[config.mk]
export PLATFORM = sky130hd
export DESIGN_NAME = oip_port_tx
export DESIGN_NICKNAME = d
export VERILOG_FILES = /design/src/core/oip_pkg.sv /design/src/core/oip_beat_timer.sv /design/src/core/oip_lane_mux.sv /design/src/core/oip_port_tx.sv
export SDC_FILE = /design/constraint.sdc
export NUM_CORES = 1
export LEC_CHECK = 0
export BUFFER_PORTS_ARGS = -buffer_cell sky130_fd_sc_hd__buf_2
export CORE_MARGIN = 5
export CORE_UTILIZATION = 62
export DETAILED_ROUTE_END_ITERATION = 10
export GPL_TIMING_DRIVEN = 0
export HOLD_SLACK_MARGIN = 0.1
export PLACE_DENSITY = 0.85
export SLEW_MARGIN = 20
export SYNTH_ARGS = -nofsm -noshare
export SYNTH_HDL_FRONTEND = slang
export SYNTH_SLANG_ARGS = --single-unit
[constraint.sdc]
create_clock -name clk -period 13.6 [get_ports clk]
set_input_delay 0.68 -clock clk [delete_from_list [all_inputs] [get_ports clk]]
set_output_delay 0.68 -clock clk [all_outputs]
set_load 0.1 [all_outputs]
[src/core/oip_pkg.sv]
// Purpose: Shared constants and carriers for the multicarrier port sender.
// Assumes: One 40 MHz clock; the link clock is made here by division.
// Notes: Register offsets are byte addresses of aligned 32-bit words.
package oip_pkg;

    // Register map
    localparam logic [3:0] ADDR_CTRL = 4'h0;
    localparam logic [3:0] ADDR_GUARD = 4'h4;
    localparam logic [3:0] ADDR_STATUS = 4'h8;

    // Control fields
    localparam int CTRL_RUN_BIT = 0;
    localparam int CTRL_MUTE_LSB = 1;
    localparam int CTRL_BYPASS_BIT = 4;
    localparam int CTRL_SIZE8K_BIT = 5;
    localparam int CTRL_W = 6;
    localparam logic [5:0] CTRL_RESET = 6'h00;

    // Status fields
    localparam int STAT_UNDERRUN_BIT = 0;
    localparam int STAT_ACTIVE_BIT = 1;
    localparam int STAT_COUNT_LSB = 16;

    // Guard interval and useful length, in samples
    localparam int GUARD_W = 11;
    localparam logic [10:0] GUARD_RESET = 11'h0C0;
    localparam logic [10:0] GUARD_MIN = 11'h0C0;
    localparam logic [10:0] GUARD_MAX = 11'h400;
    localparam int SLOT_W = 14;
    localparam logic [13:0] USEFUL_4K = 14'h1000;
    localparam logic [13:0] USEFUL_8K = 14'h2000;
    localparam logic [10:0] MARKER_SAMPLES = 11'h002;

    // Port geometry
    localparam int CHANNELS = 3;
    localparam int LANE_W = 3;
    localparam int PORT_W = 9;
    localparam int IQ_W = 6;
    localparam int BLI_W = 4;
    localparam int BYP_W = 18;
    localparam logic [1:0] LAST_BEAT = 2'h3;

    // Link timing: one DDR beat of the 409.6 MHz link clock
    localparam int CLK_PS = 25000;
    localparam int BEAT_PS = 1220;
    localparam int BEAT_CYC = (BEAT_PS / CLK_PS) < 1 ? 1 : (BEAT_PS / CLK_PS);

    // Bus answers
    localparam logic [1:0] RESP_OKAY = 2'h0;
    localparam logic [1:0] RESP_SLVERR = 2'h2;

    typedef struct packed {
        logic [3:0] bli;
        logic [5:0] i;
        logic [5:0] q;
    } oip_sample_t;

    typedef struct packed {
        oip_sample_t [2:0] ch;
    } oip_frame_t;

    typedef struct packed {
        logic [17:0] i;
        logic [17:0] q;
    } oip_byp_t;

    typedef struct packed {
        logic run;
        logic [2:0] mute;
        logic bypass;
        logic size8k;
        logic [10:0] guard;
    } oip_cfg_t;

    typedef enum logic [1:0] {SLOT_IDLE, SLOT_MARK, SLOT_DATA} oip_slot_t;

endpackage

[src/core/oip_beat_timer.sv]
// Purpose: Beat and link clock edge enables from the system clock.
// Assumes: HALF system cycles per half beat.
// Notes: Clock edges fall mid-beat so the link clock lags data by 90 deg.
`timescale 1ns/1ps
`default_nettype none
module oip_beat_timer #(
    parameter int HALF = oip_pkg::BEAT_CYC
) (
    input wire logic clk,
    input wire logic arst_n,
    output logic beat_go,
    output logic edge_go
);
    localparam int CW = $clog2(2 * HALF + 1);
    localparam logic [CW-1:0] LAST = CW'(2 * HALF - 1);
    localparam logic [CW-1:0] MID = CW'(HALF);

    logic [CW-1:0] cnt_reg;
    logic [CW-1:0] cnt_next;

    if (HALF < 1) begin : g_chk
        $error("oip_beat_timer: HALF must be at least 1");
    end

    assign cnt_next = (cnt_reg == LAST) ? '0 : cnt_reg + CW'(1);
    assign beat_go = (cnt_reg == '0);
    assign edge_go = (cnt_reg == MID);

    always_ff @(posedge clk or negedge arst_n) begin
        if (!arst_n) begin
            cnt_reg <= '0;
        end else begin
            cnt_reg <= cnt_next;
        end
    end
endmodule
`default_nettype wire

[src/core/oip_lane_mux.sv]
// Purpose: Picks one channel's triplet and marker bit for a beat.
// Assumes: Beat 0 is the first beat of a sample.
// Notes: Purely combinational; the caller registers the result.
`timescale 1ns/1ps
`default_nettype none
module oip_lane_mux (
    input wire oip_pkg::oip_sample_t sample,
    input wire logic [1:0] beat,
    input wire oip_pkg::oip_slot_t cls,
    output logic [2:0] lane,
    output logic mark
);
    logic [2:0] triplet;
    logic bli_bit;

    // I high, I low, Q high, Q low
    always_comb begin
        unique case (beat)
            2'h0: triplet = sample.i[5:3];
            2'h1: triplet = sample.i[2:0];
            2'h2: triplet = sample.q[5:3];
            2'h3: triplet = sample.q[2:0];
        endcase
    end

    // loading index MSB first
    assign bli_bit = sample.bli[2'h3 - beat];
    assign lane = (cls == oip_pkg::SLOT_DATA) ? triplet : 3'h0;
    // marker high in last prefix samples
    assign mark = (cls == oip_pkg::SLOT_MARK) ||
                  ((cls == oip_pkg::SLOT_DATA) && bli_bit);
endmodule
`default_nettype wire

[src/core/oip_port_tx.sv]
// Purpose: Sender for one multicarrier input port, driving nine DDR data
//   lines, three marker lines and the source clock from a sample stream.
// Assumes: AXI4-Lite slave for control; one frame holds three channels.
// Notes: Config is taken at each symbol start so a symbol never tears.
// Functional notes
// nine DDR lines at fixed sample rate
// lanes 2:0, 5:3, 8:6 per channel
// four beats carry one sample
// beat order I high, I low, Q high, Q low
// device finds boundary after eight high beats
// marker high last two prefix samples
// marker carries loading index MSB first
// device mutes symbol when marker missing
// marker held low mutes whole channel
// unused channel: marker low, data zero
// resume only with fresh marker boundary
// device applies gain from index table
// device expands samples as 2x+L
// software programs n between 0 and 7
// device ignores n for 0, 8, 15
// index 8 marks a pilot subcarrier
// device buffers into sixteen-word FIFO
// device stores one whole symbol
// 4K/8K size, guard 192 to 1024
// only useful slots carry data
// device samples both clock edges
// clock shifted 90 degrees from data
// bypass: 18-bit words, first marker valid
// device pilot sequence from 13-bit register
// pilot level maps bit to plus/minus one
// device resyncs only on fresh marker
`timescale 1ns/1ps
`default_nettype none
module oip_port_tx #(
    parameter int ADDR_W = 4,
    parameter int HALF = oip_pkg::BEAT_CYC
) (
    input wire logic clk,
    input wire logic arst_n,
    input wire logic [ADDR_W-1:0] s_axi_awaddr,
    input wire logic s_axi_awvalid,
    output logic s_axi_awready,
    input wire logic [31:0] s_axi_wdata,
    input wire logic [3:0] s_axi_wstrb,
    input wire logic s_axi_wvalid,
    output logic s_axi_wready,
    output logic [1:0] s_axi_bresp,
    output logic s_axi_bvalid,
    input wire logic s_axi_bready,
    input wire logic [ADDR_W-1:0] s_axi_araddr,
    input wire logic s_axi_arvalid,
    output logic s_axi_arready,
    output logic [31:0] s_axi_rdata,
    output logic [1:0] s_axi_rresp,
    output logic s_axi_rvalid,
    input wire logic s_axi_rready,
    input wire logic in_valid,
    output logic in_ready,
    input wire oip_pkg::oip_frame_t in_data,
    output logic source_data_clock,
    output logic [8:0] port_data_lane_pair,
    output logic [2:0] marker_lines
);
    if (ADDR_W < 4) begin : g_chk
        $error("oip_port_tx: ADDR_W must be at least 4");
    end

    function automatic logic [31:0] merge(input logic [31:0] old,
                                          input logic [31:0] val,
                                          input logic [3:0] strb);
        logic [31:0] res;
        res = old;
        for (int b = 0; b < 4; b++) begin
            if (strb[b]) begin
                res[8*b +: 8] = val[8*b +: 8];
            end
        end
        return res;
    endfunction

    function automatic logic [10:0] clamp_guard(input logic [10:0] g);
        logic [10:0] r;
        r = g;
        if (g < oip_pkg::GUARD_MIN) begin
            r = oip_pkg::GUARD_MIN;
        end else if (g > oip_pkg::GUARD_MAX) begin
            r = oip_pkg::GUARD_MAX;
        end
        return r;
    endfunction

    // Register file
    logic [5:0] ctrl_reg;
    logic [10:0] guard_reg;
    logic underrun_reg;
    logic [15:0] sym_count_reg;
    logic aw_rdy_reg;
    logic bvalid_reg;
    logic [1:0] bresp_reg;
    logic ar_rdy_reg;
    logic rvalid_reg;
    logic [1:0] rresp_reg;
    logic [31:0] rdata_reg;

    wire [3:0] wr_addr = s_axi_awaddr[3:0];
    wire [3:0] rd_addr = s_axi_araddr[3:0];
    wire wr_fire = aw_rdy_reg && s_axi_awvalid && s_axi_wvalid;
    wire rd_fire = ar_rdy_reg && s_axi_arvalid;
    wire wr_hi_zero = (ADDR_W == 4) || (s_axi_awaddr >> 4) == '0;
    wire rd_hi_zero = (ADDR_W == 4) || (s_axi_araddr >> 4) == '0;
    wire wr_ctrl = wr_fire && wr_hi_zero && wr_addr == oip_pkg::ADDR_CTRL;
    wire wr_guard = wr_fire && wr_hi_zero && wr_addr == oip_pkg::ADDR_GUARD;
    wire wr_stat = wr_fire && wr_hi_zero && wr_addr == oip_pkg::ADDR_STATUS;
    wire wr_hit = wr_ctrl || wr_guard || wr_stat;
    wire [31:0] ctrl_new = merge({26'h0, ctrl_reg}, s_axi_wdata, s_axi_wstrb);
    wire [31:0] guard_new = merge({21'h0, guard_reg}, s_axi_wdata,
                                  s_axi_wstrb);
    wire clr_underrun = wr_stat && s_axi_wstrb[0] &&
                        s_axi_wdata[oip_pkg::STAT_UNDERRUN_BIT];
    wire rd_hit = rd_hi_zero && (rd_addr == oip_pkg::ADDR_CTRL ||
                  rd_addr == oip_pkg::ADDR_GUARD ||
                  rd_addr == oip_pkg::ADDR_STATUS);

    logic [31:0] rd_word;
    logic cfg_run;
    always_comb begin
        rd_word = 32'h0;
        if (rd_addr == oip_pkg::ADDR_CTRL) begin
            rd_word[5:0] = ctrl_reg;
        end else if (rd_addr == oip_pkg::ADDR_GUARD) begin
            rd_word[10:0] = guard_reg;
        end else if (rd_addr == oip_pkg::ADDR_STATUS) begin
            rd_word[oip_pkg::STAT_UNDERRUN_BIT] = underrun_reg;
            rd_word[oip_pkg::STAT_ACTIVE_BIT] = cfg_run;
            rd_word[oip_pkg::STAT_COUNT_LSB +: 16] = sym_count_reg;
        end
    end

    always_ff @(posedge clk or negedge arst_n) begin
        if (!arst_n) begin
            aw_rdy_reg <= 1'b0;
            bvalid_reg <= 1'b0;
            bresp_reg <= oip_pkg::RESP_OKAY;
            ctrl_reg <= oip_pkg::CTRL_RESET;
            guard_reg <= oip_pkg::GUARD_RESET;
        end else begin
            aw_rdy_reg <= s_axi_awvalid && s_axi_wvalid && !aw_rdy_reg &&
                          !bvalid_reg;
            if (wr_fire) begin
                bvalid_reg <= 1'b1;
                bresp_reg <= wr_hit ? oip_pkg::RESP_OKAY
                                    : oip_pkg::RESP_SLVERR;
            end else if (s_axi_bready) begin
                bvalid_reg <= 1'b0;
            end
            if (wr_ctrl) begin
                ctrl_reg <= ctrl_new[5:0];
            end
            if (wr_guard) begin
                guard_reg <= guard_new[10:0];
            end
        end
    end

    always_ff @(posedge clk or negedge arst_n) begin
        if (!arst_n) begin
            ar_rdy_reg <= 1'b0;
            rvalid_reg <= 1'b0;
            rresp_reg <= oip_pkg::RESP_OKAY;
            rdata_reg <= 32'h0;
        end else begin
            ar_rdy_reg <= s_axi_arvalid && !ar_rdy_reg && !rvalid_reg;
            if (rd_fire) begin
                rvalid_reg <= 1'b1;
                rdata_reg <= rd_hit ? rd_word : 32'h0;
                rresp_reg <= rd_hit ? oip_pkg::RESP_OKAY
                                    : oip_pkg::RESP_SLVERR;
            end else if (s_axi_rready) begin
                rvalid_reg <= 1'b0;
            end
        end
    end

    assign s_axi_awready = aw_rdy_reg;
    assign s_axi_wready = aw_rdy_reg;
    assign s_axi_bvalid = bvalid_reg;
    assign s_axi_bresp = bresp_reg;
    assign s_axi_arready = ar_rdy_reg;
    assign s_axi_rvalid = rvalid_reg;
    assign s_axi_rresp = rresp_reg;
    assign s_axi_rdata = rdata_reg;

    // Link timing
    logic beat_go;
    logic edge_go;

    oip_beat_timer #(.HALF(HALF)) u_timer (
        .clk(clk),
        .arst_n(arst_n),
        .beat_go(beat_go),
        .edge_go(edge_go)
    );

    logic [1:0] beat_reg;
    logic [13:0] slot_reg;
    oip_pkg::oip_cfg_t cfg_reg;
    oip_pkg::oip_slot_t cls_reg;
    oip_pkg::oip_frame_t cur_reg;
    logic starved_reg;
    oip_pkg::oip_frame_t hold_reg;
    logic hold_full_reg;
    logic in_ready_reg;

    assign cfg_run = cfg_reg.run;

    wire oip_pkg::oip_cfg_t cfg_live = {ctrl_reg[oip_pkg::CTRL_RUN_BIT],
        ctrl_reg[oip_pkg::CTRL_MUTE_LSB +: 3],
        ctrl_reg[oip_pkg::CTRL_BYPASS_BIT],
        ctrl_reg[oip_pkg::CTRL_SIZE8K_BIT], clamp_guard(guard_reg)};
    // useful length 4K or 8K
    wire [13:0] sym_last = 14'({3'h0, cfg_reg.guard}) +
        (cfg_reg.size8k ? oip_pkg::USEFUL_8K : oip_pkg::USEFUL_4K) - 14'h1;
    wire [1:0] beat_nxt = beat_reg + 2'h1;
    // new sample every fourth beat
    wire samp_go = beat_go && beat_reg == oip_pkg::LAST_BEAT;
    wire sym_wrap = slot_reg >= sym_last;
    wire sym_go = samp_go && sym_wrap;
    wire [13:0] slot_nxt = sym_wrap ? 14'h0 : slot_reg + 14'h1;
    // changes apply only at a symbol start
    wire oip_pkg::oip_cfg_t cfg_use = sym_go ? cfg_live : cfg_reg;
    wire [13:0] guard_use = 14'({3'h0, cfg_use.guard});
    wire [13:0] mark_from = guard_use -
                            14'({3'h0, oip_pkg::MARKER_SAMPLES});

    // outside bypass, guard slots idle then marker, useful slots carry data
    oip_pkg::oip_slot_t cls_new;
    always_comb begin
        if (!cfg_use.run) begin
            cls_new = oip_pkg::SLOT_IDLE;
        end else if (cfg_use.bypass) begin
            cls_new = oip_pkg::SLOT_DATA;
        end else if (slot_nxt < mark_from) begin
            cls_new = oip_pkg::SLOT_IDLE;
        end else if (slot_nxt < guard_use) begin
            cls_new = oip_pkg::SLOT_MARK;
        end else begin
            cls_new = oip_pkg::SLOT_DATA;
        end
    end

    wire consume = samp_go && cls_new == oip_pkg::SLOT_DATA;
    wire take = in_valid && in_ready_reg;
    wire hold_full_next = take || (hold_full_reg && !consume);
    wire starve_now = consume && !hold_full_reg;
    wire oip_pkg::oip_frame_t samp_new = (consume && hold_full_reg) ?
                                         hold_reg : '0;
    wire oip_pkg::oip_frame_t samp_use = samp_go ? samp_new : cur_reg;
    wire oip_pkg::oip_slot_t cls_use = samp_go ? cls_new : cls_reg;
    wire starved_use = samp_go ? starve_now : starved_reg;

    // outside bypass, muted or starved channel sends marker low, data zero
    logic [2:0] lanes [3];
    logic [2:0] marks;
    for (genvar c = 0; c < oip_pkg::CHANNELS; c++) begin : g_lane
        wire mute_c = cfg_use.mute[c] ||
                      (starved_use && cls_use == oip_pkg::SLOT_DATA);
        oip_lane_mux u_mux (
            .sample(samp_use.ch[c]),
            .beat(beat_nxt),
            .cls(mute_c ? oip_pkg::SLOT_IDLE : cls_use),
            .lane(lanes[c]),
            .mark(marks[c])
        );
    end

    // bypass word over all nine lines, first marker as valid
    wire oip_pkg::oip_byp_t byp = samp_use[35:0];
    logic [8:0] byp_lane;
    always_comb begin
        unique case (beat_nxt)
            2'h0: byp_lane = byp.i[17:9];
            2'h1: byp_lane = byp.i[8:0];
            2'h2: byp_lane = byp.q[17:9];
            2'h3: byp_lane = byp.q[8:0];
        endcase
    end
    wire byp_on = cls_use == oip_pkg::SLOT_DATA && !starved_use &&
                  !cfg_use.mute[0];

    // channel lanes 2:0, 5:3, 8:6
    wire [8:0] port_next = cfg_use.bypass ?
        (byp_on ? byp_lane : 9'h000) : {lanes[2], lanes[1], lanes[0]};
    wire [2:0] mark_next = cfg_use.bypass ? {2'h0, byp_on} : marks;

    logic [8:0] port_reg;
    logic [2:0] mark_reg;
    logic source_data_clock_reg;

    always_ff @(posedge clk or negedge arst_n) begin
        if (!arst_n) begin
            beat_reg <= oip_pkg::LAST_BEAT;
            slot_reg <= 14'h3FFF;
            cfg_reg <= '0;
            cls_reg <= oip_pkg::SLOT_IDLE;
            cur_reg <= '0;
            starved_reg <= 1'b0;
        end else if (beat_go) begin
            beat_reg <= beat_nxt;
            if (samp_go) begin
                slot_reg <= slot_nxt;
                cfg_reg <= cfg_use;
                cls_reg <= cls_new;
                cur_reg <= samp_new;
                starved_reg <= starve_now;
            end
        end
    end

    // One-deep holding stage; ready comes from a flop
    always_ff @(posedge clk or negedge arst_n) begin
        if (!arst_n) begin
            hold_reg <= '0;
            hold_full_reg <= 1'b0;
            in_ready_reg <= 1'b0;
        end else begin
            if (take) begin
                hold_reg <= in_data;
            end
            hold_full_reg <= hold_full_next;
            in_ready_reg <= !hold_full_next;
        end
    end

    // DDR beats, data changes once per beat
    // clock edge mid-beat, quarter period late
    always_ff @(posedge clk or negedge arst_n) begin
        if (!arst_n) begin
            port_reg <= 9'h000;
            mark_reg <= 3'h0;
            source_data_clock_reg <= 1'b0;
        end else begin
            if (beat_go) begin
                port_reg <= port_next;
                mark_reg <= mark_next;
            end
            if (edge_go) begin
                source_data_clock_reg <= !source_data_clock_reg;
            end
        end
    end

    // Underrun sticky: a new event wins over a clear
    always_ff @(posedge clk or negedge arst_n) begin
        if (!arst_n) begin
            underrun_reg <= 1'b0;
            sym_count_reg <= 16'h0000;
        end else begin
            underrun_reg <= (beat_go && starve_now) ||
                            (underrun_reg && !clr_underrun);
            if (beat_go && sym_go) begin
                sym_count_reg <= sym_count_reg + 16'h0001;
            end
        end
    end

    assign in_ready = in_ready_reg;
    assign source_data_clock = source_data_clock_reg;
    assign port_data_lane_pair = port_reg;
    assign marker_lines = mark_reg;
endmodule
`default_nettype wire

After elaboration in Yosys (flattened, before gate mapping) --
Index checks and enable logic that the tools add are counted.
Storage, ports and cells: latch bits 0, memory bits (read-only) 0, memories 0, bits in writable memories 0, output and inout bits 55, register bits after elaboration 223
Operators by class: div/mod/pow operators 0, order comparisons 6, multiply operators 0, bitwise logic cells 0, add/sub/neg operators 8, eq/ne operators 17, reductions and logical operators 63, multiplexer cells 48, shift operators 0
Operators with widths (count):
- 48-bit two-way mux | 2
- 16-bit two-way mux | 3
- 3-bit one-hot mux with 4 select lines | 3
- 9-bit one-hot mux with 4 select lines | 1
- 32-bit two-way mux | 1
- 1-bit logical AND | 29
- 14-bit two-way mux | 2
- 9-bit two-way mux | 3
- 2-bit two-way mux | 13
- 11-bit two-way mux | 2
- 17-bit two-way mux | 1
- 16-bit by 1-bit adder with 16-bit output (second input constant) | 1
- 2-bit equality test (second input constant) | 8
- 11-bit by 14-bit adder with 14-bit output | 1
- 14-bit by 1-bit adder with 14-bit output (second input constant) | 1
- 14-bit greater-or-equal comparator | 1
- 14-bit by 11-bit < comparator with 1-bit output | 1
- 14-bit < comparator | 1
- 14-bit by 1-bit subtractor with 14-bit output (second input constant) | 1
- 1-bit logical OR | 12
- 3-bit two-way mux | 4
- 11-bit by 2-bit subtractor with 12-bit output (second input constant) | 1
- 11-bit > comparator (second input constant) | 1
- 1-bit zero test | 11
- other kinds (16) | 38

Longest topological paths before layout --
depth in word-level cells 22, gate-level depth with buffers 32

Modules after synthesis --
Synthesis repeated with hierarchy kept, for this count alone.
Second synthesis, totals: cell total of the unflattened synthesis 1053, area, all modules 11334.6 sq um
Modules (own cells, without submodules):
- oip_port_tx | seq. area each 5377.7 sq um, instances 1, cells an instance 1017, area each 10841.6 sq um
- oip_lane_mux | seq. area each 0.0 sq um, instances 3, cells an instance 10, area each 140.1 sq um
- oip_beat_timer | seq. area each 50.0 sq um, instances 1, cells an instance 6, area each 72.6 sq um

Worst setup path before layout --
OpenSTA, ideal clock, no wires.
kind flip-flop to flip-flop, from register cfg_reg[4] in the netlist's numbering, to register port_reg[0], in the netlist port_data_lane_pair[0], path slack 7.263 ns, setup time 0.142 ns, data arrival time 6.196 ns, cell stages (with the launch flop) 30, cells stage by stage dfrtp_1 -> or3_1 -> nor4_1 -> nand2_1 -> nor3_1 -> xnor2_1 -> ha_1 -> nand4_1 -> nor2_2 -> o311ai_4 -> a21oi_1 -> clkbuf_1 -> nor2_1 -> a31oi_1 -> ha_1 -> and3_1 -> nand3_1 -> or3_1 -> ha_1 -> a21o_1 -> a21o_1 -> a21oi_1 -> o21ai_0 -> o31ai_2 -> o31ai_4 -> buf_6 -> a22o_1 -> or2_2 -> o311ai_0 -> o211ai_1
Between the ends: word-level cells in the longest chain between the ends 20, elaborated cells on any way between the ends 35, classes of those cells add/sub: 3; order compare: 3; eq/ne: 3; mux: 16; reduce/logical: 10
RTL lines:
- start, declared | RTL line oip_port_tx.sv:206 | oip_pkg::oip_cfg_t cfg_reg;
- start signal, assigned | RTL line oip_port_tx.sv:311 | cfg_reg <= cfg_use;
- 11-bit by 14-bit adder with 14-bit output | RTL line oip_port_tx.sv:221 | wire [13:0] sym_last = 14'({3'h0, cfg_reg.guard}) +
- 14-bit by 1-bit subtractor with 14-bit output | RTL line oip_port_tx.sv:222 | (cfg_reg.size8k ? oip_pkg::USEFUL_8K : oip_pkg::USEFUL_4K) - 14'h1;
- 14-bit greater-or-equal comparator | RTL line oip_port_tx.sv:226 | wire sym_wrap = slot_reg >= sym_last;
- 1-bit logical AND | RTL line oip_port_tx.sv:227 | wire sym_go = samp_go && sym_wrap;
- 17-bit two-way mux | RTL line oip_port_tx.sv:230 | wire oip_pkg::oip_cfg_t cfg_use = sym_go ? cfg_live : cfg_reg;
- 11-bit by 2-bit subtractor with 12-bit output or 14-bit by 11-bit < comparator with 1-bit output (tied branches) | RTL line oip_port_tx.sv:232, oip_port_tx.sv:244
- 14-bit < comparator or 2-bit two-way mux (tied branches) | RTL line oip_port_tx.sv:242, oip_port_tx.sv:244
- 2-bit two-way mux | RTL line oip_port_tx.sv:242 | end else if (slot_nxt < mark_from) begin
- [4 not listed]
- 1-bit logical AND | RTL line oip_port_tx.sv:254 | wire starve_now = consume && !hold_full_reg;
- 1-bit two-way mux
- 1-bit logical AND | RTL line oip_port_tx.sv:266 | (starved_use && cls_use == oip_pkg::SLOT_DATA);
- 1-bit logical OR | RTL line oip_port_tx.sv:265 | wire mute_c = cfg_use.mute[c] ||
- 2-bit two-way mux | RTL line oip_port_tx.sv:270 | .cls(mute_c ? oip_pkg::SLOT_IDLE : cls_use),
- 2-bit equality test | RTL line oip_lane_mux.sv:28 | assign lane = (cls == oip_pkg::SLOT_DATA) ? triplet : 3'h0;
- 3-bit two-way mux | RTL line oip_lane_mux.sv:28
- 9-bit two-way mux (*) | RTL line oip_port_tx.sv:291 | wire [8:0] port_next = cfg_use.bypass ?
- end signal, assigned | RTL line oip_port_tx.sv:343 | port_reg <= port_next;
- end, declared | RTL line oip_port_tx.sv:295 | logic [8:0] port_reg;
Mark *: on every way between the ends. The rest lies on a longest branch, timed or not. A chain may end at the register's enable or synchronous reset.

Worst setup path in the final report --
from register cfg_reg[3] in the netlist's numbering, to register port_reg[3], in the netlist port_data_lane_pair[3]
Same word-level chain as after synthesis.

==> summary.txt <==
Floorplanning
  – Core area: approximately 0.017 mm²
  – Die area: ~0.02 mm²
  – Die Ht: about 140 µm
  – DIE WIDTH: roughly 140 µm
  – FP Rows: 48
  – IO Count: between 150 and 200
  – Starting Density: between 60% and 70%

Detailed routing
  – WL final: roughly 30,000 µm
  – Detailed-route DRC error count: 0
  – Antenna Violating Nets Remaining: 0
  – Routed len/inst: between 20 and 25 µm
  – Via count: 9,126
  – DRT iter0 DRCs: 1,221
  – Vias per std cell: approximately 6.4
  – DRT Pass-1 Iters: 9

Clock network
  – Clk_lat worst skew: between 0.5 and 0.6 ns
  – H-tree depth: 1
  – Total clock sinks: between 200 and 250
  – Root Driver: clkbuf_16
  – Reg clk slew, reported paths: roughly 0.060 ns
  – Setup Buffers After CTS: 0
  – Num CTS Buffers: 23
  – Post_cts resized: 0
  – CTS max path bufs: 3
  – CTS tree: yes

Logic synthesis
  – Cell count after synthesis: around 1,000
  – FFs w/ async S/R, synth: 100%
  – Yosys warns: 0
  – Flops & latches, synth: approximately 220
  – Ys flop type: dfrtp_1
  – Synth top area share: between 40% and 50%
  – Post-synth top area cell: dfrtp_1
  – Synth Cell Area: 0.0110 mm²
  – Yosys cell types: between 60 and 70
  – Register area share after synthesis: 49.3%
  – Top area cells in the synthesized netlist: dfrtp_1 45%, mux2_2 7.0%, a22o_1 5.6%
  – Post-Syn Area per Cell: between 10 and 15 µm²
  – Number of flops mapped to enable cells by yosys: 0

Finish
  – Post-route non-filler standard cell count: roughly 1,400
  – Final nets: about 1,300
  – Antenna Diode Count: 0
  – Most frequent cells in the layout: 198 x dfrtp_1, 133 x nand2_1, 127 x buf_2
  – Final core occ: roughly 74%
  – Syn-to-layout area delta: 16.5%
  – Final instance area: roughly 0.013 mm²
  – Commonest non-fill, non-tap cell in the layout: dfrtp_1
  – Layout cells sized above 1: between 20% and 30%

STA
  – Worst slew margin: a little under a third
  – TNS Setup: 0 ns
  – Worst slew pin tran: between 1 and 1.5 ns
  – Fin. max-slew vios: 0
  – Min Tclk post-route: about 8 ns
  – Tcrit/Tclk final: about 57%
  – Final setup violation count: 0
  – Clock Skew: 0.0101 ns
  – Peak Freq: ~130 MHz
  – RSZ-0062 raised after global routing: false
  – Final Hold Viols: 0

Pwr
  – Pwr Total: about 1.4 mW
  – IR drop worst, VDD: 0.122 mV
  – Pwr/cell area: about 110 mW/mm²
  – P_int: 1.08 mW
  – NetSw: between 300 and 400 µW
  – Sequential share of power: between 40% and 50%
  – Clock power share: roughly 48%
  – Combinational power share: under 10%
  – Switching Share: a little under a quarter
  – P_leak: 6.50 nW

Critical path
  – CP Launch Type: register
  – R2R setup slack: between 5 and 6 ns
  – Worst-case reg-to-reg path depth: 30
  – Critical Path AT: 8.20 ns
  – CP max stage delay: 0.48 ns
  – Crit. Startpoint: cfg_reg[3]
  – CP top delay family: compound AO/OA/AOI/OAI gates
  – RR Endpoint: port_data_lane_pair[3]
  – Slowest CP cell: or3_1
  – R2r startpoint: cfg_reg[3]
  – CP Class: reg -> reg
  – Crit. End Element: register
  – Crit-path max FO: 10
  – Buf/Inv on CP: 3
  – Worst Path Required: roughly 14 ns

Global routing
  – Vias in the first global route: 8,992
  – Initial antenna violation count: 0
  – Largest net degree at the start of global routing: 94
  – Overall Global Routing Usage: just under 30%
  – Global-route wire length before repair: slightly below 50,000 µm
  – Grt ovf: 0

Hold path
  – Hold path endpoint: s_axi_rvalid
  – Worst Hold Depth: 2
  – Beginning of the worst hold path: s_axi_rready
  – Worst min path class: in -> reg

Placed design
  – PortBufs: 124
  – DP Area: approximately 0.012 mm²
  – DP Wirelength: 21,500 µm
  – Dpl cells: between 1,000 and 1,500
  – Placer Congestion: 0.976

Job
  – Maxcap violations: 0

Outcome
  – Status: complete, no violations
layer usage:
layer / track usage (%) / wire length (µm) / vias up
met2: 46.3 / 13800 / 515
met4: 8.72 / 889 / 0
li1: - / - / 4064
met1: 41.8 / 12300 / 4466
met3: 5.72 / 3150 / 81
met5: 0 / 0 / -
Yosys cell counts (4+ instances only):
library cell  count
o31ai_1           9
a22oi_1          11
nand3_1          31
o21ai_0          34
nor2_1           51
nor2b_1           9
a221o_1          13
buf_1             9
a21o_1           12
o221ai_1          6
dfstp_2          18
mux2i_1           4
a32o_1            6
and3_1            9
xnor2_1          31
clkbuf_1         37
and2_1           14
mux2_2           68
nor4_1            4
inv_1            34
o211ai_1          5
buf_2             4
a222oi_1         10
buf_4            10
nand4_1          16
xor2_1           17
dfrtp_1         198
or2_2             5
o21ai_1           8
a22o_1           70
a21oi_1          26
nor3_1           14
ha_1             46
nand2_1         133
nand2b_1         11
how the worst max path moves through the flow:
stage                                        end  cells after the start  slack (ns)
final                     port_data_lane_pair[3]                     30        5.79
after global placement    port_data_lane_pair[3]                     30        6.10
after floorplan           port_data_lane_pair[0]                     29        7.26
after CTS                 port_data_lane_pair[3]                     30        5.90
after detailed placement  port_data_lane_pair[3]                     30        5.96
after global routing      port_data_lane_pair[3]                     30        5.17
cells by family after synthesis:
logic type / count (synthesis) / share of synthesized area (%)
DFF: 216 / 49.3
AOI/OAI and AO/OA: 243 / 17.3
adders and majority gates: 46 / 5.22
xor gates and xnor gates: 48 / 3.82
muxes: 72 / 7.31
and+or+nand+nor: 310 / 13.2
other: 1 / 0.0340
buffers and inverters: 97 / 3.90
area by class of cell:
| type | instances | area, µm² |
|---|---|---|
| inverters | 34 | 128 |
| flip-flops and latches | 216 | 5430 |
| plain buffers | 63 | 302 |
| clock inverters | 13 | 175 |
| repair buffers | 127 | 696 |
| fillers | 1173 | 4520 |
| multi-input cells | 726 | 5180 |
| well taps | 225 | 282 |
| clock buffers | 28 | 644 |
metrics by stage:
step,hold slack [ns],setup slack (ns)
after global routing,0.366,5.17
final,0.367,5.79
after CTS,0.356,5.90
after floorplan,0.384,7.26
after detailed placement,0.450,5.96
after global placement,0.441,6.10
power groups by stage:
| stage | logic, mW | clock network (mW) | registers [mW] |
|---|---|---|---|
| 2_1_floorplan | 0.0210 | 0 | 0.686 |
| 3_3_place_gp | 0.0744 | 0 | 0.664 |
| 3_5_place_dp | 0.0779 | 0 | 0.664 |
| 4_1_cts | 0.0787 | 0.675 | 0.653 |
| 5_1_grt | 0.0842 | 0.705 | 0.653 |
| 6_report | 0.0781 | 0.674 | 0.653 |
what timing repair did:
action                                  4_1_cts  5_1_grt
endpoints found under the hold margin        36        0
endpoints found under the setup margin        0        0
hold buffers                                  1        0
Power figures use the tool's default switching activity.
